[config.mk]
export PLATFORM = sky130hd
export DESIGN_NAME = dpwf_host
export DESIGN_NICKNAME = d
export VERILOG_FILES = /design/src/core/dpwf_pkg.sv /design/src/core/dpwf_host.sv
export SDC_FILE = /design/constraint.sdc
export NUM_CORES = 1
export LEC_CHECK = 0
export BUFFER_PORTS_ARGS = -buffer_cell sky130_fd_sc_hd__buf_2
export CAP_MARGIN = 20
export CORE_MARGIN = 10
export CORE_UTILIZATION = 49
export DETAILED_ROUTE_END_ITERATION = 12
export GPL_TIMING_DRIVEN = 0
export HOLD_SLACK_MARGIN = 0.03
export PLACE_DENSITY = 0.8
export SLEW_MARGIN = 20
export SYNTH_ARGS = -nofsm -noshare
export SYNTH_HDL_FRONTEND = slang
export SYNTH_SLANG_ARGS = --single-unit
[constraint.sdc]
create_clock -name ref_clk -period 2.2 [get_ports ref_clk]
set_input_delay 0.33 -clock ref_clk [delete_from_list [all_inputs] [get_ports ref_clk]]
set_output_delay 0.33 -clock ref_clk [all_outputs]
set_load 0.01 [all_outputs]
[src/core/dpwf_pkg.sv]
`default_nettype none
package dpwf_pkg;
	// Reference clock period in picoseconds
	localparam int CLK_PS = 4000;
	// Device times in ns, slower grade, which also covers the faster grade
	localparam int T_WP_NS = 12;
	localparam int T_DW_NS = 10;
	localparam int T_WR_NS = 0;
	localparam int T_SWRD_NS = 5;
	localparam int T_WH_NS = 12;
	localparam int T_AA_NS = 15;
	localparam int T_BDD_NS = 17;
	localparam int T_HZ_NS = 12;

	// Least time rounded up to whole cycles, never below one
	function automatic int dpwf_cyc(input int ns);
		int c;
		c = (ns * 1000 + CLK_PS - 1) / CLK_PS;
		return (c < 1) ? 1 : c;
	endfunction : dpwf_cyc

	localparam logic [3:0] WP_CYC = 4'(dpwf_cyc(T_WP_NS));
	localparam logic [3:0] WR_CYC = 4'(dpwf_cyc(T_WR_NS));
	localparam logic [3:0] SWRD_CYC = 4'(dpwf_cyc(T_SWRD_NS));
	localparam logic [3:0] WH_CYC = 4'(dpwf_cyc(T_WH_NS));
	localparam logic [3:0] RD_CYC = 4'(dpwf_cyc(T_AA_NS));
	localparam logic [3:0] BDD_CYC = 4'(dpwf_cyc(T_BDD_NS));
	localparam logic [3:0] HZ_CYC = 4'(dpwf_cyc(T_HZ_NS));

	localparam int ADDR_W = 15;
	localparam int DATA_W = 16;
	// Semaphore flag is chosen by the low address bits, written via bit 0
	localparam int SEM_SEL_W = 3;
	localparam int SEM_BIT = 0;

	// User commands
	typedef enum logic [1:0] {
		DPWF_RAM_WR = 2'h0,
		DPWF_RAM_RD = 2'h1,
		DPWF_SEM_WR = 2'h2,
		DPWF_SEM_RD = 2'h3
	} dpwf_cmd_t;
endpackage : dpwf_pkg
`default_nettype wire

[src/core/dpwf_host.sv]
// Summary of operation
// - Write happens while select and strobe low
// - Strobes high whenever the address changes
// - Array or flag select, never both
// - Write data valid before write ends
// - Never drive data while device drives
// - Output gate low stretches strobe pulse
// - Recovery counted from earlier rising edge
// - Wait before reading a written flag
// - Close flag writes give undetermined winner
// - Earlier stable port wins master arbitration
// - Slave contention input leads the write
// - Hold strobe after contention flag release
// - Wait after flag release before data
// - Chip select high during flag sequence
`default_nettype none
module dpwf_host (
	input wire logic ref_clk,
	input wire logic rstn,
	input wire logic req,
	output logic ready,
	input wire dpwf_pkg::dpwf_cmd_t cmd,
	input wire logic [dpwf_pkg::ADDR_W-1:0] addr,
	input wire logic [dpwf_pkg::DATA_W-1:0] wdata,
	input wire logic [1:0] byte_en,
	output logic [dpwf_pkg::DATA_W-1:0] rdata,
	output logic done,
	output logic ce_n,
	output logic rw_n,
	output logic oe_n,
	output logic upper_byte_sel_n,
	output logic lower_byte_sel_n,
	output logic flag_access_n,
	output logic [dpwf_pkg::ADDR_W-1:0] mem_addr,
	output logic [dpwf_pkg::DATA_W-1:0] dq_out,
	output logic dq_oe,
	input wire logic [dpwf_pkg::DATA_W-1:0] dq_in,
	input wire logic busy_n
);
	import dpwf_pkg::*;

	////////////////////////////////////////////////////////////////////////////
	// Sequencer state
	typedef enum logic [2:0] {
		ST_IDLE = 3'h0,
		ST_SETUP = 3'h1,
		ST_WRITE = 3'h2,
		ST_HOLD = 3'h3,
		ST_READ = 3'h4,
		ST_RECOV = 3'h5
	} dpwf_state_t;

	dpwf_state_t state_reg, state_next; // Phase of the access
	logic [3:0] cnt_reg, cnt_next; // Cycles left in the phase
	dpwf_cmd_t cmd_reg, cmd_next; // Latched command
	logic [1:0] be_reg, be_next; // Latched byte enables, active high
	logic ce_n_reg, ce_n_next;
	logic rw_n_reg, rw_n_next;
	logic oe_n_reg, oe_n_next;
	logic ub_n_reg, ub_n_next;
	logic lb_n_reg, lb_n_next;
	logic flag_n_reg, flag_n_next;
	logic [ADDR_W-1:0] addr_reg, addr_next;
	logic [DATA_W-1:0] dq_reg, dq_next;
	logic dq_oe_reg, dq_oe_next;
	logic [DATA_W-1:0] rdata_reg, rdata_next;
	logic done_reg, done_next;

	// Semaphore commands never assert chip select
	function automatic logic is_sem(input dpwf_cmd_t c);
		return (c == DPWF_SEM_WR) || (c == DPWF_SEM_RD);
	endfunction : is_sem

	assign ready = (state_reg == ST_IDLE);
	assign rdata = rdata_reg;
	assign done = done_reg;
	assign ce_n = ce_n_reg;
	assign rw_n = rw_n_reg;
	assign oe_n = oe_n_reg;
	assign upper_byte_sel_n = ub_n_reg;
	assign lower_byte_sel_n = lb_n_reg;
	assign flag_access_n = flag_n_reg;
	assign mem_addr = addr_reg;
	assign dq_out = dq_reg;
	assign dq_oe = dq_oe_reg;

	////////////////////////////////////////////////////////////////////////////
	// Next-state logic; every pin comes from a flop so no glitch reaches it
	always_comb begin
		state_next = state_reg;
		cnt_next = cnt_reg;
		cmd_next = cmd_reg;
		be_next = be_reg;
		ce_n_next = ce_n_reg;
		rw_n_next = rw_n_reg;
		oe_n_next = oe_n_reg;
		ub_n_next = ub_n_reg;
		lb_n_next = lb_n_reg;
		flag_n_next = flag_n_reg;
		addr_next = addr_reg;
		dq_next = dq_reg;
		dq_oe_next = dq_oe_reg;
		rdata_next = rdata_reg;
		done_next = 1'b0;
		case (state_reg)
			ST_IDLE: begin
				// address before selects
				// Address settles a cycle ahead of the select, so arbitration sees it stable
				// address moves
				// Address only moves here, with every strobe high
				if (req) begin
					cmd_next = cmd;
					be_next = byte_en;
					addr_next = addr;
					dq_next = wdata;
					state_next = ST_SETUP;
				end
			end
			ST_SETUP: begin
				// select choice
				// Exactly one of chip select and flag access goes low
				ce_n_next = is_sem(cmd_reg);
				flag_n_next = !is_sem(cmd_reg);
				// Semaphore uses both bytes; flag selected by addr low bits
				// flag address
				ub_n_next = is_sem(cmd_reg) ? 1'b0 : !be_reg[1];
				lb_n_next = is_sem(cmd_reg) ? 1'b0 : !be_reg[0];
				if (cmd_reg == DPWF_RAM_WR || cmd_reg == DPWF_SEM_WR) begin
					// strobe with select
					// Strobe falls with the select, so device outputs stay off
					rw_n_next = 1'b0;
					// no bus fight
					// Output gate held high, so our data may go out at once
					dq_oe_next = 1'b1;
					cnt_next = WP_CYC - 4'h1;
					state_next = ST_WRITE;
				end else begin
					oe_n_next = 1'b0;
					cnt_next = RD_CYC - 4'h1;
					state_next = ST_READ;
				end
			end
			ST_WRITE: begin
				// gate high
				// Data is valid for the whole pulse; gate never low here
				if (cmd_reg == DPWF_RAM_WR && !busy_n) begin
					// discarded write
					// Device drops the write while contention flag is low
					cnt_next = WH_CYC - 4'h1;
					state_next = ST_HOLD;
				end else if (cnt_reg == 4'h0) begin
					state_next = ST_RECOV;
				end else begin
					cnt_next = cnt_reg - 4'h1;
				end
			end
			ST_HOLD: begin
				// slave input leads
				// Keep strobe low until the flag has been high long enough
				if (!busy_n) begin
					cnt_next = WH_CYC - 4'h1;
				end else if (cnt_reg == 4'h0) begin
					state_next = ST_RECOV;
				end else begin
					cnt_next = cnt_reg - 4'h1;
				end
			end
			ST_READ: begin
				// wait after release
				// Opposite writer unknown, so any contention in an array read restarts the wait; flag reads ignore it
				if (!is_sem(cmd_reg) && !busy_n) begin
					cnt_next = BDD_CYC - 4'h1;
				end else if (cnt_reg == 4'h0) begin
					// flag on all lines
					// All enables fell together; count covers the slowest
					rdata_next = dq_in;
					state_next = ST_RECOV;
				end else begin
					cnt_next = cnt_reg - 4'h1;
				end
			end
			ST_RECOV: begin
				if (rw_n_reg == 1'b0 || oe_n_reg == 1'b0) begin
					// First recovery cycle: all strobes rise together
					done_next = 1'b1;
					ce_n_next = 1'b1;
					flag_n_next = 1'b1;
					rw_n_next = 1'b1;
					oe_n_next = 1'b1;
					ub_n_next = 1'b1;
					lb_n_next = 1'b1;
					dq_oe_next = 1'b0;
					// one release edge
					// All strobes rise together: one reference edge for flag contention
					// flag write to read
					// select stays high
					// Gap after a flag write; after a read, let outputs float
					if (cmd_reg == DPWF_SEM_WR) begin
						cnt_next = SWRD_CYC - 4'h1;
					end else if (!oe_n_reg) begin
						cnt_next = HZ_CYC - 4'h1;
					end else begin
						cnt_next = WR_CYC - 4'h1;
					end
				end else if (cnt_reg == 4'h0) begin
					state_next = ST_IDLE;
				end else begin
					cnt_next = cnt_reg - 4'h1;
				end
			end
			default: begin
				state_next = ST_IDLE;
			end
		endcase
	end

	////////////////////////////////////////////////////////////////////////////
	// State registers; reset leaves the port deselected and bus released
	always_ff @(posedge ref_clk or negedge rstn) begin
		if (!rstn) begin
			state_reg <= ST_IDLE;
			cnt_reg <= 4'h0;
			cmd_reg <= DPWF_RAM_RD;
			be_reg <= 2'h0;
			ce_n_reg <= 1'b1;
			rw_n_reg <= 1'b1;
			oe_n_reg <= 1'b1;
			ub_n_reg <= 1'b1;
			lb_n_reg <= 1'b1;
			flag_n_reg <= 1'b1;
			addr_reg <= '0;
			dq_reg <= '0;
			dq_oe_reg <= 1'b0;
			rdata_reg <= '0;
			done_reg <= 1'b0;
		end else begin
			state_reg <= state_next;
			cnt_reg <= cnt_next;
			cmd_reg <= cmd_next;
			be_reg <= be_next;
			ce_n_reg <= ce_n_next;
			rw_n_reg <= rw_n_next;
			oe_n_reg <= oe_n_next;
			ub_n_reg <= ub_n_next;
			lb_n_reg <= lb_n_next;
			flag_n_reg <= flag_n_next;
			addr_reg <= addr_next;
			dq_reg <= dq_next;
			dq_oe_reg <= dq_oe_next;
			rdata_reg <= rdata_next;
			done_reg <= done_next;
		end
	end
endmodule : dpwf_host
`default_nettype wire

==> results.yml <==
status:
  status: "finished clean"
route:
  drc: 0
  via_count: 2228
  routedWlPerCell_um: 17.31
  viasPerCell: 5.292
  drtAntennaViolNets: 0
  drt-total-wl_mm: 7.288
  drt_iter0_drc: 76
  dr.pass1.iters: 4
yosys:
  synth_compound_area_share_pct: 10.68
  muxShareOfSynthArea_pct: 20.34
  synthSimpleGateAreaFrac_pct: 8.602
  syn_inst: 218
  synthesis.nets: 274
  synth_enable_flop_cells: 0
  syn_area_um2: 2953
  yosysTopAreaCell: "dfrtp_1"
  yosysTopAreaCellShare_pct: 50.00
  synthAdderAreaFrac_pct: 0.4237
  ys.flop_type: "dfrtp_1"
  syn_area_per_cell_um2: 13.55
  synth_common_cells: "dfrtp_1, mux2_2, nand2_1"
  synth_top_family_by_area: "multiplexers"
  synth-xor-area-share_pct: 0.2966
  ys_types: 46
  async_reset_ff_share_pct: 100.0
  ys_warn_count: 0
  yosysMostFrequentCell: "dfrtp_1"
  ys_seq_area_share_pct: 56.23
  yosys_register_bits: 66
  synth_top_cells_by_area: "dfrtp_1, mux2_2, dfstp_2, mux2_4, nand2_1"
power:
  peakVddDrop_mv: 0.7921
  total_power_mw: 5.844
  power.leakage_nw: 1.915
  power_density_nw_per_um2: 1525
grt:
  grt_pass1_vias: 2334
  gr-total-overflow: 0
  grt_pass1_wl_mm: 11.81
  gr-usage-all-layers_pct: 15.22
  antenna_found_initial: 0
  grt_max_degree: 52
timing:
  rsz0062_at_grt: "no"
  worst_pin_slew_ns: 0.4022
  holdWs_ns: 0.1977
  period_needed_ns: 1.917
  finalSetupViolCount: 0
  min_period_over_period_pct: 87.15
  slew_headroom_pct: 73.19
  fin_ws_ns: 0.2827
  fin_setup_tns_ns: 0
  finalHoldViolations: 0
  skew_ns: 0.008532
  max_freq_mhz: 521.6
  slew_violations: 0
floorplanning:
  die_w_um: 97.63
  coreArea_um2: 5886
  num_rows: 28
  floorplan.initialDensity_pct: 50.17
  die-area_um2: 9532
  ioPinCount: 111
  dieHeight_um: 97.63
critical_path:
  worst-setup-path-type: "flop to flop"
  cp-start-kind: "flop"
  critPathArrivalTime_ns: 2.14
  critPathCaptureType: "flop"
  required_ns: 2.42
  cp_max_fo: 10
clock_network:
  cts_tree: "built"
  clk_latency_ns: 0.34
  clock-sinks: 66
  postCtsSetupBuffers: 0
  numCtsBuffers: 9
  cts_buffer_depth: 2
  h-tree-depth: 3
  cts-root-buf: "clkbuf_8"
  clkTransAtPathRegs_ns: 0.07
worst_hold_path:
  hold_class: "primary input to flop"
placement:
  portBuffers: 110
  place_ws_ns: 0.3019
  place_hpwl_mm: 5.532
  place_congestion: 0.9482
flow_run:
  drv_cap: 0
finish:
  nNetsFinal: 397
  drive_gt1_share_pct: 58.09
  regArea_um2: 1660
  syn2layout_area_growth_pct: 29.75
  n_fill_cell: 458
  multi_input_area_um2: 1191
  diodes: 0
## path summary, 6_finish.rpt
check	start	to	slack, ns	cells after the start
worst min-delay path	cmd[0]	cmd_reg[0]$_DFFE_PN1P_	0.20	3
worst max-delay path	cnt_reg[0]$_DFFE_PN0P_	rdata[15]$_DFFE_PN0P_	0.28	6
worst min register to register	dq_out[15]$_DFFE_PN0P_	dq_out[15]$_DFFE_PN0P_	0.49	1
min in group asynchronous	rstn	mem_addr[4]$_DFFE_PN0P_	0.39	2
worst max register to register	cnt_reg[0]$_DFFE_PN0P_	rdata[15]$_DFFE_PN0P_	0.28	6
max in group asynchronous	rstn	upper_byte_sel_n$_DFFE_PN1P_	1.23	3
## what timing repair did
action / in CTS / in global routing
endpoints found under the hold margin: 15 / 0
resized for setup: 0 / 0
hold buffers: 1 / 0
## layer usage
layer,global-route usage (%),vias up,routed length [um]
met4,6.600,0,149
met2,25.80,83,3726
met1,16.57,1091,2867
met3,5.690,16,544
met5,0,-,0
li1,-,1038,-
## kinds of logic after synthesis
family	after synthesis
XOR/XNOR	1
AO/OA/AOI/OAI	42
AND/OR/NAND/NOR	42
adder cells (fa/ha/maj)	1
multiplexers	50
flip-flops	66
buffers and inverters	16
## worst max-delay path, cell delays in order, from the launching register on
cell     delay [ns]
dfrtp_1        0.40
inv_1          0.10
ha_1           0.23
nor3b_4        0.39
nand3_4        0.19
buf_6          0.21
mux2_4         0.30
## report_power, final
part | total [mW] | internal, mW | leakage, nW | switching (mW)
clock network | 0.994 | 0.520 | 0.0990 | 0.474
registers | 2.26 | 1.87 | 0.795 | 0.392
logic | 2.59 | 1.32 | 1.02 | 1.27
total | 5.84 | 3.71 | 1.91 | 2.13
## stage by stage
stage	utilization [%]	cell area (um^2)	instances
floorplan	-	2953	218
finish	65.09	3831	421
CTS	65.09	3831	421
global route	65.09	3831	421
global placement	61.12	3597	403
detailed placement	61.63	3627	404
## cell usage in the layout, fill, tap and decap left out, types with 2 or more instances in the layout
| cell type | netlist | final |
|---|---|---|
| dfrtp_1 | 59 | 59 |
| mux2_4 | 10 | 10 |
| mux2_2 | 37 | 37 |
| a32o_1 | 2 | 2 |
| a21o_1 | 5 | 5 |
| a22oi_1 | 3 | 3 |
| or3_1 | 2 | 2 |
| nor2_1 | 3 | 3 |
| inv_1 | 6 | 6 |
| buf_6 | 4 | 4 |
| nor3_1 | 4 | 4 |
| clkinv_2 | 0 | 3 |
| a211oi_1 | 2 | 2 |
| mux2_1 | 3 | 3 |
| nand2b_1 | 4 | 4 |
| a31oi_1 | 2 | 2 |
| o21ai_1 | 2 | 2 |
| o21ai_0 | 8 | 8 |
| nand2_1 | 16 | 16 |
| dfstp_2 | 7 | 7 |
| nor2b_1 | 4 | 4 |
| nor3b_4 | 2 | 2 |
| buf_2 | 3 | 112 |
| clkinv_4 | 0 | 2 |
| buf_4 | 2 | 3 |
| o211ai_1 | 5 | 5 |
| clkbuf_8 | 0 | 9 |
| a21bo_2 | 2 | 2 |
## final cells by class
type | count | share of cell area (%)
sequential | 66 | 43.34
multi-input combinational | 136 | 31.09
timing repair buffer | 112 | 15.41
clock buffer | 9 | 3.233
tap | 75 | 2.449
buffer | 10 | 2.057
clock inverter | 7 | 1.829
inverter | 6 | 0.5879
Power figures use the tool's default switching activity.
